<file path="config.mk">
export PLATFORM = sky130hd
export DESIGN_NAME = auo_operand_regs
export DESIGN_NICKNAME = d
export VERILOG_FILES = /design/src/hw/auo_pkg.sv /design/src/hw/auo_divider.sv /design/src/hw/auo_operand_regs.sv
export VERILOG_INCLUDE_DIRS = /design/src /design/src/hw
export SDC_FILE = /design/constraint.sdc
export NUM_CORES = 1
export LEC_CHECK = 0
export BUFFER_PORTS_ARGS = -buffer_cell sky130_fd_sc_hd__buf_2
export CORE_MARGIN = 5
export CORE_UTILIZATION = 57
export CTS_BUF_LIST = sky130_fd_sc_hd__clkbuf_16
export CTS_CLUSTER_DIAMETER = 200
export DETAILED_ROUTE_END_ITERATION = 8
export MAX_ROUTING_LAYER = met4
export PLACE_DENSITY = 0.79
export SKIP_CTS_REPAIR_TIMING = 1
export SLEW_MARGIN = 20
export SYNTH_ARGS = -nofsm -noshare
export SYNTH_HDL_FRONTEND = slang
export SYNTH_SLANG_ARGS = --single-unit
</file>
<file path="constraint.sdc">
create_clock -name i_clk -period 37.6 [get_ports i_clk]
set_clock_uncertainty 0.2 [all_clocks]
set_input_delay 1.88 -clock i_clk [delete_from_list [all_inputs] [get_ports i_clk]]
set_output_delay 1.88 -clock i_clk [all_outputs]
set_load 0.02 [all_outputs]
</file>
<file path="src/hw/auo_map.svh">
/*
 * Holds the byte addresses, reset values and command codes of the arithmetic
 * unit operand registers.
 * Assumes it is included by its bare name, after any timescale directive.
 */
`ifndef AUO_MAP_SVH
`define AUO_MAP_SVH

// ****************************************
// register byte addresses
// ****************************************
`define AUO_ADDR_A_LOW       8'hA2
`define AUO_ADDR_A_HIGH      8'hA3
`define AUO_ADDR_C_BYTE0     8'hA4
`define AUO_ADDR_C_BYTE1     8'hA5
`define AUO_ADDR_C_BYTE2     8'hA6
`define AUO_ADDR_C_BYTE3     8'hA7
`define AUO_ADDR_DIV_ALIAS   8'hB1
`define AUO_ADDR_B_LOW       8'hB2
`define AUO_ADDR_B_HIGH      8'hB3

// ****************************************
// reset values
// ****************************************
`define AUO_RST_BYTE         8'h00
`define AUO_RST_HALF         16'h0000
`define AUO_RST_WORD         32'h0000_0000

// ****************************************
// operand clear command codes
// ****************************************
`define AUO_CLR_NONE         3'h0
`define AUO_CLR_A            3'h1
`define AUO_CLR_B            3'h2
`define AUO_CLR_C            3'h3
`define AUO_CLR_ALL          3'h5

// ****************************************
// adder source select codes
// ****************************************
`define AUO_SRC_ZERO         2'h0
`define AUO_SRC_PREV         2'h2

// ****************************************
// division range limits
// ****************************************
`define AUO_DIV_ZERO         16'h0000
`define AUO_DIV_MIN_A        16'h8000
`define AUO_DIV_NEG_ONE      16'hFFFF

`endif

</file>
<file path="src/hw/auo_pkg.sv">
/*
 * Holds the types shared by the operand register bank and its divider.
 * Assumes nothing of its surroundings.
 */
package auo_pkg;

    // ****************************************
    // operand register set
    // ****************************************
    typedef struct packed {
        logic [15:0] a;
        logic [15:0] b;
        logic [31:0] c;
    } auo_operands_t;

    // ****************************************
    // division answer
    // ****************************************
    typedef struct packed {
        logic [15:0] quotient;
        logic [15:0] remainder;
        logic        range_error;
    } auo_div_t;

endpackage

</file>
<file path="src/hw/auo_divider.sv">
/*
 * Holds the combinational signed 16-bit divider and its range check.
 * Assumes operands come from registers on the same clock.
 */
`timescale 1ns/1ns
`include "auo_map.svh"

module auo_divider #(
    parameter int WIDTH = 16
) (
    // operands
    input  wire logic [WIDTH-1:0] i_dividend,
    input  wire logic [WIDTH-1:0] i_divisor,
    // answer
    output auo_pkg::auo_div_t     o_answer
);

    if (WIDTH != 16) begin : g_width_check
        $error("auo_divider serves only 16-bit operands");
    end

    // ****************************************
    // range check and division
    // ****************************************
    function automatic logic out_of_range(input logic [15:0] a, input logic [15:0] b);
        out_of_range = (b == `AUO_DIV_ZERO) ||
                       ((a == `AUO_DIV_MIN_A) && (b == `AUO_DIV_NEG_ONE));
    endfunction

    always_comb begin
        o_answer = '0;
        o_answer.range_error = out_of_range(i_dividend, i_divisor);
        if (!o_answer.range_error) begin
            o_answer.quotient  = 16'($signed(i_dividend) / $signed(i_divisor));
            o_answer.remainder = 16'($signed(i_dividend) % $signed(i_divisor));
        end
    end

endmodule

</file>
<file path="src/hw/auo_operand_regs.sv">
/*
 * Holds the operand input register bank of the arithmetic unit: operands
 * A and B, the 32-bit addend C, the division alias byte and adder source mux.
 * Assumes a byte-wide special function register bus on the system clock and
 * a previous result word, clear command and source select from the unit.
 */
// Overview of operation
// - A and B are 16-bit multiply operands
// - add word is A high, B low
// - writing divisor alias sets division mode
// - 32-bit C register feeds addition only
// - adder input takes C, zero or previous result
// - A bytes at A2H, A3H, reset zero
// - B bytes at B2H, B3H, alias B1H
// - C bytes 0 and 1 at A4H, A5H
// - C bytes 2 and 3 at A6H, A7H
// - select: 00 zero, x1 C, 10 previous
// - division result: quotient high, remainder low
// - range error on zero or overflow divide
`timescale 1ns/1ns
`include "auo_map.svh"

module auo_operand_regs (
    // clock and reset
    input  wire logic        i_clk,
    input  wire logic        i_rst_b,
    // register bus
    input  wire logic [7:0]  i_sfr_addr,
    input  wire logic [7:0]  i_sfr_wdata,
    input  wire logic        i_sfr_wr,
    input  wire logic        i_sfr_rd,
    output logic      [7:0]  o_sfr_rdata,
    output logic             o_sfr_hit,
    // unit control
    input  wire logic [2:0]  i_clear_cmd,
    input  wire logic [1:0]  i_adder_source_select,
    input  wire logic [31:0] i_previous_result,
    // operand outputs
    output logic      [15:0] o_operand_a,
    output logic      [15:0] o_operand_b,
    output logic      [31:0] o_addend_c,
    output logic      [31:0] o_add_word_a,
    output logic      [31:0] o_add_word_b,
    // division outputs
    output logic             o_div_mode,
    output logic      [31:0] o_div_result,
    output logic             o_divide_range_error
);

    // ****************************************
    // state
    // ****************************************
    auo_pkg::auo_operands_t ops;
    auo_pkg::auo_operands_t next_ops;
    auo_pkg::auo_div_t      div_ans;
    logic                   div_mode;
    logic                   next_div_mode;
    logic [31:0]            add_a;
    logic [31:0]            next_add_a;
    logic [31:0]            add_b;
    logic [31:0]            next_add_b;
    logic [31:0]            div_res;
    logic [31:0]            next_div_res;
    logic                   div_err;
    logic                   next_div_err;
    logic [7:0]             rdata;
    logic [7:0]             next_rdata;

    function automatic logic is_mapped(input logic [7:0] addr);
        case (addr)
            `AUO_ADDR_A_LOW, `AUO_ADDR_A_HIGH, `AUO_ADDR_C_BYTE0, `AUO_ADDR_C_BYTE1,
            `AUO_ADDR_C_BYTE2, `AUO_ADDR_C_BYTE3, `AUO_ADDR_DIV_ALIAS,
            `AUO_ADDR_B_LOW, `AUO_ADDR_B_HIGH: is_mapped = 1'b1;
            default: is_mapped = 1'b0;
        endcase
    endfunction

    auo_divider #(
        .WIDTH (16)
    ) u_divider (
        .i_dividend (ops.a),
        .i_divisor  (ops.b),
        .o_answer   (div_ans)
    );

    // ****************************************
    // register writes and clears
    // ****************************************
    always_comb begin
        next_ops      = ops;
        next_div_mode = div_mode;
        case (i_clear_cmd)
            `AUO_CLR_A: next_ops.a = `AUO_RST_HALF;
            `AUO_CLR_B: next_ops.b = `AUO_RST_HALF;
            `AUO_CLR_C: next_ops.c = `AUO_RST_WORD;
            `AUO_CLR_ALL: begin
                next_ops      = '0;
                next_div_mode = 1'b0;
            end
            default: ;
        endcase
        if (i_sfr_wr) begin
            case (i_sfr_addr)
                `AUO_ADDR_A_LOW:   next_ops.a[7:0]   = i_sfr_wdata;
                `AUO_ADDR_A_HIGH:  next_ops.a[15:8]  = i_sfr_wdata;
                `AUO_ADDR_C_BYTE0: next_ops.c[7:0]   = i_sfr_wdata;
                `AUO_ADDR_C_BYTE1: next_ops.c[15:8]  = i_sfr_wdata;
                `AUO_ADDR_C_BYTE2: next_ops.c[23:16] = i_sfr_wdata;
                `AUO_ADDR_C_BYTE3: next_ops.c[31:24] = i_sfr_wdata;
                `AUO_ADDR_DIV_ALIAS: begin
                    next_ops.b[7:0] = i_sfr_wdata;
                    next_div_mode   = 1'b1;
                end
                `AUO_ADDR_B_LOW: begin
                    next_ops.b[7:0] = i_sfr_wdata;
                    next_div_mode   = 1'b0;
                end
                `AUO_ADDR_B_HIGH:  next_ops.b[15:8]  = i_sfr_wdata;
                default: ;
            endcase
        end
    end

    // ****************************************
    // adder inputs, division answer, read data
    // ****************************************
    always_comb begin
        next_add_a = {ops.a, ops.b};
        case (i_adder_source_select)
            `AUO_SRC_ZERO: next_add_b = `AUO_RST_WORD;
            `AUO_SRC_PREV: next_add_b = i_previous_result;
            default:       next_add_b = ops.c;
        endcase
        next_div_res = {div_ans.quotient, div_ans.remainder};
        next_div_err = div_ans.range_error;
        next_rdata   = `AUO_RST_BYTE;
        if (i_sfr_rd) begin
            case (i_sfr_addr)
                `AUO_ADDR_A_LOW:    next_rdata = ops.a[7:0];
                `AUO_ADDR_A_HIGH:   next_rdata = ops.a[15:8];
                `AUO_ADDR_C_BYTE0:  next_rdata = ops.c[7:0];
                `AUO_ADDR_C_BYTE1:  next_rdata = ops.c[15:8];
                `AUO_ADDR_C_BYTE2:  next_rdata = ops.c[23:16];
                `AUO_ADDR_C_BYTE3:  next_rdata = ops.c[31:24];
                `AUO_ADDR_DIV_ALIAS,
                `AUO_ADDR_B_LOW:    next_rdata = ops.b[7:0];
                `AUO_ADDR_B_HIGH:   next_rdata = ops.b[15:8];
                default:            next_rdata = `AUO_RST_BYTE;
            endcase
        end
    end

    always_ff @(posedge i_clk) begin
        if (!i_rst_b) begin
            ops      <= '0;
            div_mode <= 1'b0;
            add_a    <= `AUO_RST_WORD;
            add_b    <= `AUO_RST_WORD;
            div_res  <= `AUO_RST_WORD;
            div_err  <= 1'b0;
            rdata    <= `AUO_RST_BYTE;
        end else begin
            ops      <= next_ops;
            div_mode <= next_div_mode;
            add_a    <= next_add_a;
            add_b    <= next_add_b;
            div_res  <= next_div_res;
            div_err  <= next_div_err;
            rdata    <= next_rdata;
        end
    end

    // ****************************************
    // outputs
    // ****************************************
    assign o_operand_a          = ops.a;
    assign o_operand_b          = ops.b;
    assign o_addend_c           = ops.c;
    assign o_add_word_a         = add_a;
    assign o_add_word_b         = add_b;
    assign o_div_mode           = div_mode;
    assign o_div_result         = div_res;
    assign o_divide_range_error = div_err;
    assign o_sfr_rdata          = rdata;
    assign o_sfr_hit            = (i_sfr_wr || i_sfr_rd) && is_mapped(i_sfr_addr);
endmodule

</file>
Word-level counts from Yosys, hierarchy flattened
Cells that the tools add are included.
{"block": "word_totals", "regBits": 170, "input_bits": 57, "output_inout_bits": 171, "elab_cells": 59}
{"block": "classes", "n_div": 2, "n_eq_ne": 16, "mux": 18, "bitwise_logic": 1, "n_reduce_logical": 13}
{"operator": "equality test 8 bit (second input constant)", "n": 9}
{"operator": "2-to-1 mux 64 bit", "n": 1}
{"operator": "2-to-1 mux 8 bit", "n": 8}
{"operator": "one-hot mux 32 bit (2 select lines)", "n": 1}
{"operator": "one-hot mux 8 bit (8 select lines)", "n": 1}
{"operator": "equality test 16 bit (second input constant)", "n": 2}
{"operator": "2-to-1 mux 16 bit", "n": 2}
{"operator": "2-to-1 mux 32 bit", "n": 1}
{"operator": "divider 16 x 16 -> 16 bit", "n": 1}
{"operator": "logical NOT 16 bit", "n": 1}
{"operator": "modulo 16 x 16 -> 16 bit", "n": 1}
{"operator": "OR reduction 2 bit", "n": 5}
{"operator": "OR reduction 9 bit", "n": 1}
{"operator": "equality test 3 x 2 -> 1 bit (second input constant)", "n": 2}
{"operator": "equality test 3 x 1 -> 1 bit (second input constant)", "n": 1}
{"operator": "equality test 3 bit (second input constant)", "n": 1}
{"operator": "2-to-1 mux 1 bit", "n": 3}
{"operator": "equality test 2 bit (second input constant)", "n": 1}
{"operator": "logical AND 1 bit", "n": 2}
{"operator": "logical NOT 2 bit", "n": 1}
{"operator": "logical OR 1 bit", "n": 2}
{"operator": "one-hot mux 1 bit (2 select lines)", "n": 1}
{"operator": "AND reduction 2 bit", "n": 1}
{"operator": "NOT 1 bit", "n": 1}

Depth between registers and ports, before layout
Gate-level depths: netlist (run 1).
{"block": "logic_depth", "ltp_word": 5, "ltp_mapped": 156, "ltp_nobuf": 144}

Cells and area by module
Synthesis (run 1) repeated with hierarchy kept, for this count alone.
{"block": "unflattened", "hier_cells": 2088, "hier_area_um2": 16077.9}
{"mod": "auo_divider", "instances": 1, "cells_each": 1459, "area_per_inst_um2": 9751.9, "seq_area_each_um2": 0.0}
{"mod": "auo_operand_regs", "instances": 1, "cells_each": 629, "area_per_inst_um2": 6326.1, "seq_area_each_um2": 3403.3}

Worst setup path after synthesis (run 1)
OpenSTA, ideal clock, no wires.
{"block": "synth_path", "path_kind": "register to register", "startpoint": "register ops, in the netlist o_operand_b[15]", "endpoint": "register div_res[14] (netlist: o_div_result[14])", "setup_ps": 128, "arrival_time_ps": 31119, "required_time_ps": 37272, "setup_slack_ps": 6153, "stages_incl_launch_ff": 140, "n_path_buf": 18, "synth_period_minus_slack_ps": 31447, "path_cell_list": "dfxtp_1 clkbuf_1 clkbuf_1 clkbuf_1 mux2i_1 o211ai_1 nor2_1 mux2i_1 ha_1 o21a_1 nor2_1 nor2_1 nand2_1 mux2_2 ha_1 o21a_1 o21a_1 o21a_1 (+104 left out) a21o_1 ha_1 o21ai_0 a21oi_1 o21bai_1 a311o_1 nand2_1 clkbuf_1 clkbuf_1 nand2_1 o21ai_0 ha_1 nand2_1 a2111oi_0 nand2_1 o41ai_1 xor2_1 nor2_1"}
{"block": "synth_via", "elab_chain_cells": 4, "elab_cells_between_ends": 6, "cone_classes": "div: 1; eq/ne: 1; reduce/logical: 4"}
{"item": "start: declaration", "line_no": "auo_operand_regs.sv:53", "rtl": "auo_pkg::auo_operands_t ops;"}
{"item": "start signal: assignment", "line_no": "auo_operand_regs.sv:163", "rtl": "ops <= next_ops;"}
{"item": "branches (longest 4 deep; another with modulo 16 x 16 -> 16 bit)"}
{"item": "end signal: assignment", "line_no": "auo_operand_regs.sv:159", "rtl": "div_res <= `AUO_RST_WORD;"}
{"item": "end signal: assignment", "line_no": "auo_operand_regs.sv:167", "rtl": "div_res <= next_div_res;"}
{"item": "end: declaration", "line_no": "auo_operand_regs.sv:62", "rtl": "logic [31:0] div_res;"}
Several ways; the timed one is not identified.
A chain may end at the register's enable or synchronous reset.

Worst setup path in the final report (run 1)
{"block": "layout_path", "startpoint": "register ops, in the netlist o_operand_b[6]", "endpoint": "register div_res[15] (netlist: o_div_result[15])"}
Same word-level chain as after synthesis.

==> results of run 1 <==
## worst max-delay path: cells and delay by family, from the launching register on
family,cells,cell delay (ns)
muxes,6,2.09
buffers and inverters,13,2.19
DFF,1,0.55
and+or+nand+nor,44,11.29
AOI/OAI and AO/OA,56,15.03
adders and majority gates,15,4.46
xor gates and xnor gates,1,0.16
## metal layers
| metal | track usage [%] | vias up | part of all wire [%] |
|---|---|---|---|
| met5 | - | - | 0 |
| met1 | 51.7 | 8608 | 39 |
| met2 | 63.9 | 1219 | 45 |
| li1 | - | 8283 | - |
| met3 | 6.39 | 279 | 11 |
| met4 | 19.4 | 0 | 5.8 |
## kinds of logic (layout without fill, tap and decap cells)
| kind of cell | Yosys count | count (layout) |
|---|---|---|
| AND/OR/NAND/NOR | 806 | 806 |
| AO/OA/AOI/OAI | 627 | 627 |
| flip-flops | 170 | 170 |
| buffers and inverters | 167 | 473 |
| adder cells (fa/ha/maj) | 143 | 143 |
| XOR/XNOR | 135 | 135 |
| multiplexers | 40 | 40 |
## area by class of cell
type                            instances  area, µm²
Multi-Input combinational cell       1751      12000
Fill cell                            2350       8700
Sequential cell                       170       3400
Timing Repair Buffer                  386       2330
Tap cell                              378        473
Clock buffer                           17        425
Clock inverter                         15        208
Inverter                               55        206
## synth_stat cells (all sizes together), types with 18 or more instances
| master | n |
|---|---|
| inv | 54 |
| nor3 | 50 |
| nand4 | 26 |
| dfxtp | 170 |
| a22oi | 46 |
| a21o | 36 |
| a21boi | 71 |
| nand3 | 105 |
| a211oi | 20 |
| a21oi | 130 |
| or3 | 19 |
| nor2b | 47 |
| mux2i | 18 |
| nor2 | 189 |
| nor4 | 21 |
| nand2b | 29 |
| ha | 142 |
| o211ai | 25 |
| o31ai | 18 |
| xnor2 | 83 |
| a31oi | 21 |
| o21a | 43 |
| nand2 | 202 |
| and2 | 44 |
| o21ai | 88 |
| clkbuf | 95 |
| xor2 | 52 |
| or2 | 22 |
## sequential cells by signal (all words and copies together), names as in the netlist
signal                cells
o_div_result             32
o_sfr_rdata               8
o_addend_c               32
o_div_mode                1
o_operand_b              16
o_add_word_a             32
o_add_word_b             32
o_operand_a              16
o_divide_range_error      1
## through the flow
| stage | cell area (µm²) | utilization, % |
|---|---|---|
| 2_1_floorplan | 15900 | - |
| 3_3_place_gp | 18300 | 66.1 |
| 3_5_place_dp | 18300 | 66.1 |
| 4_1_cts | 18900 | 68.4 |
| 5_1_grt | 19000 | 68.6 |
| 6_report | 19000 | 68.6 |
## worst paths after layout
path | cells after the start | slack (ns) | from | end
worst max-delay path | 135 | 1.44 | o_operand_b[6]$_SDFF_PN0_ | o_div_result[15]$_SDFF_PP0_
worst min-delay path | 2 | 0.32 | o_addend_c[0]$_SDFF_PN0_ | o_addend_c[0]$_SDFF_PN0_
worst max register to register | 135 | 1.44 | o_operand_b[6]$_SDFF_PN0_ | o_div_result[15]$_SDFF_PP0_
worst min register to register | 2 | 0.32 | o_addend_c[0]$_SDFF_PN0_ | o_addend_c[0]$_SDFF_PN0_
==> results by group, run 1 <==
CTS
  • Max H-tree Level: 4
  • CTS Buffer Depth: 2
  • Clock Pin Slew Worst Setup and Hold Paths: 0.09 ns
  • Clock sinks: 170
  • CTS tree: yes
  • CTS root buf: clkbuf_16
  • Number of buffers created by CTS: 17
  • Clk_lat worst skew: ~0.45 ns

Synthesis
  • Synth Area in Simple Gates: 25.2%
  • Post-synthesis compound-gate area fraction: between 20 and 30%
  • Synth Cell Area: between 0.015 and 0.02 mm²
  • Largest family of logic cells by synthesized area: compound AO/OA/AOI/OAI gates
  • Syn Inst Count: 2088
  • Mux contribution to synthesized area: between 3 and 4%
  • Post-synth top flop: dfxtp_1
  • Mean Syn Cell Area: between 7 and 8 µm²
  • Seq/Total Area, Yosys: 21.3%
  • XOR/XNOR Fraction of Synth Area: approximately 7.4%
  • Synth cell types: 94
  • Post-synth top area share: 21.3%
  • Post-synth ARST share: 0%
  • Net Count, Synth: 2288
  • Area contributors post-synth: dfxtp_1 (21%), ha_1 (11%), nand2_1 (4.8%)
  • Number of synthesized flops with an enable pin: 0
  • Adder-cell share of the synthesized area: ~11%
  • Yosys top cell by area: dfxtp_1
  • Warnings from Yosys: 0
  • Seq cells post-synth: 170

Critical path
  • Worst path slowest cell: or4_1
  • Critical Path Max Stage Delay: 0.73 ns
  • CP startpoint kind: flip-flop
  • CP Data Required Time: ~38 ns
  • Worst Path Arrival: 36.29 ns
  • Critical setup path kind: flip-flop to flip-flop
  • CP Capture Type: flip-flop
  • Crit-path most repeated cell: ha_1
  • Worst Path Max Fanout: 20

STA
  • Peak Freq: 27.7 MHz
  • Period Utilization, post-route: 96.2%
  • Rel. slew slack: 29.0%
  • Slew @ Worst Pin: roughly 1.1 ns
  • Endpoints failing hold: 0
  • Hold_ws: approximately 0.32 ns
  • Final count of negative-setup-slack endpoints: 0
  • Final critical delay including setup and external delays: 36.16 ns
  • Setup ws final: 1.44 ns
  • Pins over their slew limit: 0
  • TNS Setup: 0 ns

Placed design
  • Placement Setup Slack: between 1.5 and 2 ns
  • PortBufs: 227
  • Placed Cells: 2737
  • HPWL Detailed: 48900 µm
  • RD Place Congestion: 1.05

Floorplan
  • Initial Util: 57.5%
  • Core area: approximately 0.028 mm²
  • Die Y: ~180 µm
  • Row count: 61
  • Io pins: 228
  • Die Area: 0.0314 mm²
  • Die width: about 180 µm

Routing
  • Wire per inst: 23.3 µm
  • Drt pass-1 iters: 6
  • Post-Route WL: roughly 65000 µm
  • Post-route DRC: 0
  • Drt via density: around 6.6
  • Vias: around 18000
  • Final ANT Viol Nets: 0
  • DRT iter0 DRCs: between 2000 and 2500

Run
  • Max-cap viol count: 0

GRT
  • Largest net degree at the start of global routing: between 70 and 80
  • Initial antenna violation count: 1
  • GRT Resource Usage Total: between 40% and 50%
  • First-pass GRT wire length: slightly below 100000 µm
  • Total global routing overflow: 0
  • Number of global-route vias before repair: 17500

Layout
  • Most frequent cells in the layout: buf_2 (226), nand2_1 (202), nor2_1 (188), dfxtp_1 (170), buf_4 (160)
  • Commonest non-fill, non-tap cell in the layout: buf_2
  • Share of layout cells above drive strength 1: 21.2%
  • Area Overhead vs Synth: 19.2%
  • Nets: roughly 2600
  • Inserted Diodes: 0
  • Finished Layout Cells: around 2800

Min path
  • Worst min path class: flip-flop to flip-flop

Status
  • Status: complete, no violations
Power of run 1 is not shown: default switching activity piles up to over one toggle a cycle in this logic, so the estimate is an artifact.
==> inputs of run 2 (changes only) <==
- CORE_MARGIN: 5 -> 1
- CORE_UTILIZATION: 57 -> 60
- PLACE_DENSITY: 0.79 -> 0.83
==> run 2 against run 1 <==
Net effect:
- the run now ends with design-rule violations left
- critical path depth rose by 2
- register-to-register slack gained 0.74 ns
- via count rose by 2.0%
- non-clock buffer count grew 17
- sequential share of layout area shrank 0.058 points
- critical endpoint is now o_div_result[14]$_SDFF_PP0_
- first-iteration DRC count grew 3.4%
- global-route usage grew 6.8 points
- wire length hardly changed
==> results by group, run 2 (synthesized netlist as in run 1, its figures left out) <==
Critical path
  • Critical Path Max Stage Delay: 0.69 ns (-0.04 ns)
  • Worst Path Arrival: 35.55 ns (-0.74 ns)
  • CP startpoint kind: flip-flop
  • Worst Reg2Reg Path Length in Cells: 137 (+1.5%)
  • Crit-path most repeated cell: ha_1
  • Worst R2R Start: o_operand_b[0]$_SDFF_PN0_
  • CP Capture Type: flip-flop
  • Critical setup path kind: flip-flop to flip-flop
  • FF-to-FF End: o_div_result[14]$_SDFF_PP0_
  • CP Data Required Time: 37.73 ns (about the same)
  • Worst Path Max Fanout: 20 (unchanged)
  • Crit. Startpoint: o_operand_b[0]$_SDFF_PN0_
  • Worst path slowest cell: or4_1
  • R2R setup slack: 2.18 ns (+0.74 ns)
  • CP Capture Point: o_div_result[14]$_SDFF_PP0_

Layout
  • Share of layout cells above drive strength 1: 21.8% (+0.65 points)
  • Area Overhead vs Synth: 19.6%
  • Nets: 2598 (+0.66%)
  • Fillers: 2016 (-14%)
  • Commonest non-fill, non-tap cell in the layout: buf_2
  • Most frequent cells in the layout: buf_2 (226), nand2_1 (202), nor2_1 (188), buf_4 (177), dfxtp_1 (170)

GRT
  • GRT Resource Usage Total: 47.6% (+6.8 points)
  • Met1 global-route usage: 55.9% (+4.2 points)
  • Largest net degree at the start of global routing: 69 (-4.2%)
  • Met3 Use GR: 9.04% (+2.7 points)
  • First-pass GRT wire length: 96100 µm (-2.2%)
  • Initial antenna violation count: 1 (unchanged)
  • GR peak layer: met2
  • Number of global-route vias before repair: 17300 (-0.76%)
  • Grt met2 use: 73.4% (+9.4 points)
  • Total global routing overflow: 0 (unchanged)

Floorplan
  • Initial Util: 61.2% (+3.6 points)
  • Io pins: 228 (unchanged)
  • Row count: 59 (-3.3%)
  • Die Y: 165 µm (-6.9%)
  • Die width: 165 µm (-6.9%)
  • Die Area: 0.0272 mm² (-13%)
  • Core area: 0.0261 mm² (-5.9%)

CTS
  • Clock sinks: 170 (unchanged)
  • Clk_lat worst skew: 0.45 ns (about the same)
  • CTS tree: yes
  • CTS root buf: clkbuf_16
  • Number of buffers created by CTS: 17 (unchanged)
  • Max H-tree Level: 4 (unchanged)
  • CTS Buffer Depth: 2 (unchanged)
  • Clock Pin Slew Worst Setup and Hold Paths: 0.08 ns (about the same)

Routing
  • DRT iter0 DRCs: 2561 (+3.4%)
  • Final ANT Viol Nets: 0 (unchanged)
  • Post-Route WL: 64600 µm (about the same)
  • Vias: 18800 (+2.0%)
  • Wire per inst: 23.5 µm (+0.97%)
  • Drt via density: 6.83 (+2.9%)
  • Post-route DRC: 9 (+9)
  • Drt pass-1 iters: 9 (+3)

STA
  • RSZ-0062 raised after global routing: no
  • Peak Freq: 28.2 MHz (+2.1%)
  • Pins over their slew limit: 0 (unchanged)
  • Rel. slew slack: 25.5% (-3.5 points)
  • Endpoints failing hold: 0 (unchanged)
  • Final count of negative-setup-slack endpoints: 0 (unchanged)
  • Period Utilization, post-route: 94.2% (-2.0 points)
  • TNS Setup: 0 ns (unchanged)
  • Final critical delay including setup and external delays: 35.42 ns (-0.744 ns)
  • Slew @ Worst Pin: 1.11 ns (+0.0518 ns)

Run
  • Max-cap viol count: 0 (unchanged)

Min path
  • Worst min path class: flip-flop to flip-flop
  • Hold-critical path depth: 2 (unchanged)

Placed design
  • RD Place Congestion: 1.11 (+5.2%)
  • HPWL Detailed: 48700 µm (-0.47%)
  • PortBufs: 227 (unchanged)

Status
  • Status: finished, violations left
  • Failing checks: design-rule violations
[run 2: changes by cell type in the layout (fill, tap and decap cells not counted), sizes merged]
cell	change
bufinv	+2
diode	+1
clkinv	-4
inv	+1
buf	+17
[run 2: critical path, delay by kind of cell, from the launching register on]
kind / cells / cell delay, ns
adder cells (fa/ha/maj): 16 / 5.15
buffers and inverters: 16 / 3.05
AO/OA/AOI/OAI: 56 / 13.97
XOR/XNOR: 1 / 0.20
flip-flops: 1 / 0.45
AND/OR/NAND/NOR: 43 / 10.37
multiplexers: 5 / 1.85
[run 2: cell type report]
| class | instances | area, µm² | area share, % |
|---|---|---|---|
| clock buffers | 17 | 425 | 2.23 |
| multi-input cells | 1751 | 12000 | 62.7 |
| inverters | 55 | 210 | 1.10 |
| flip-flops and latches | 170 | 3400 | 17.8 |
| well taps | 335 | 419 | 2.20 |
| repair buffers | 403 | 2460 | 12.9 |
| clock inverters | 14 | 196 | 1.03 |
| diodes | 1 | 2.50 | 0.0131 |
[run 2: metal layers]
metal	wire, µm	up-vias
met5	0	-
met4	5310	0
met3	7060	407
met2	28300	1397
met1	23900	8647
li1	-	8301
[run 2: worst min-delay path by stage]
stage	startpoint	endpoint	slack, ns
floorplan	o_addend_c[12]$_SDFF_PN0_	o_addend_c[12]$_SDFF_PN0_	0.37
global placement	o_addend_c[12]$_SDFF_PN0_	o_addend_c[12]$_SDFF_PN0_	0.29
detailed placement	o_addend_c[12]$_SDFF_PN0_	o_addend_c[12]$_SDFF_PN0_	0.30
CTS	o_addend_c[12]$_SDFF_PN0_	o_addend_c[12]$_SDFF_PN0_	0.32
global route	o_addend_c[12]$_SDFF_PN0_	o_addend_c[12]$_SDFF_PN0_	0.36
finish	o_addend_c[12]$_SDFF_PN0_	o_addend_c[12]$_SDFF_PN0_	0.32
[run 2: through the flow]
stage	util, %	hold slack (ns)	instance area (µm²)	setup slack [ns]	std cells
2_1_floorplan	-	0.372	15900	6.15	2088
3_3_place_gp	70.5	0.290	18400	2.71	2708
3_5_place_dp	70.5	0.304	18400	2.12	2709
4_1_cts	72.9	0.317	19000	1.99	2740
5_1_grt	73.2	0.356	19100	0.0256	2746
6_report	73.2	0.323	19100	2.18	2746
Power of run 2 is left out for the same reason.
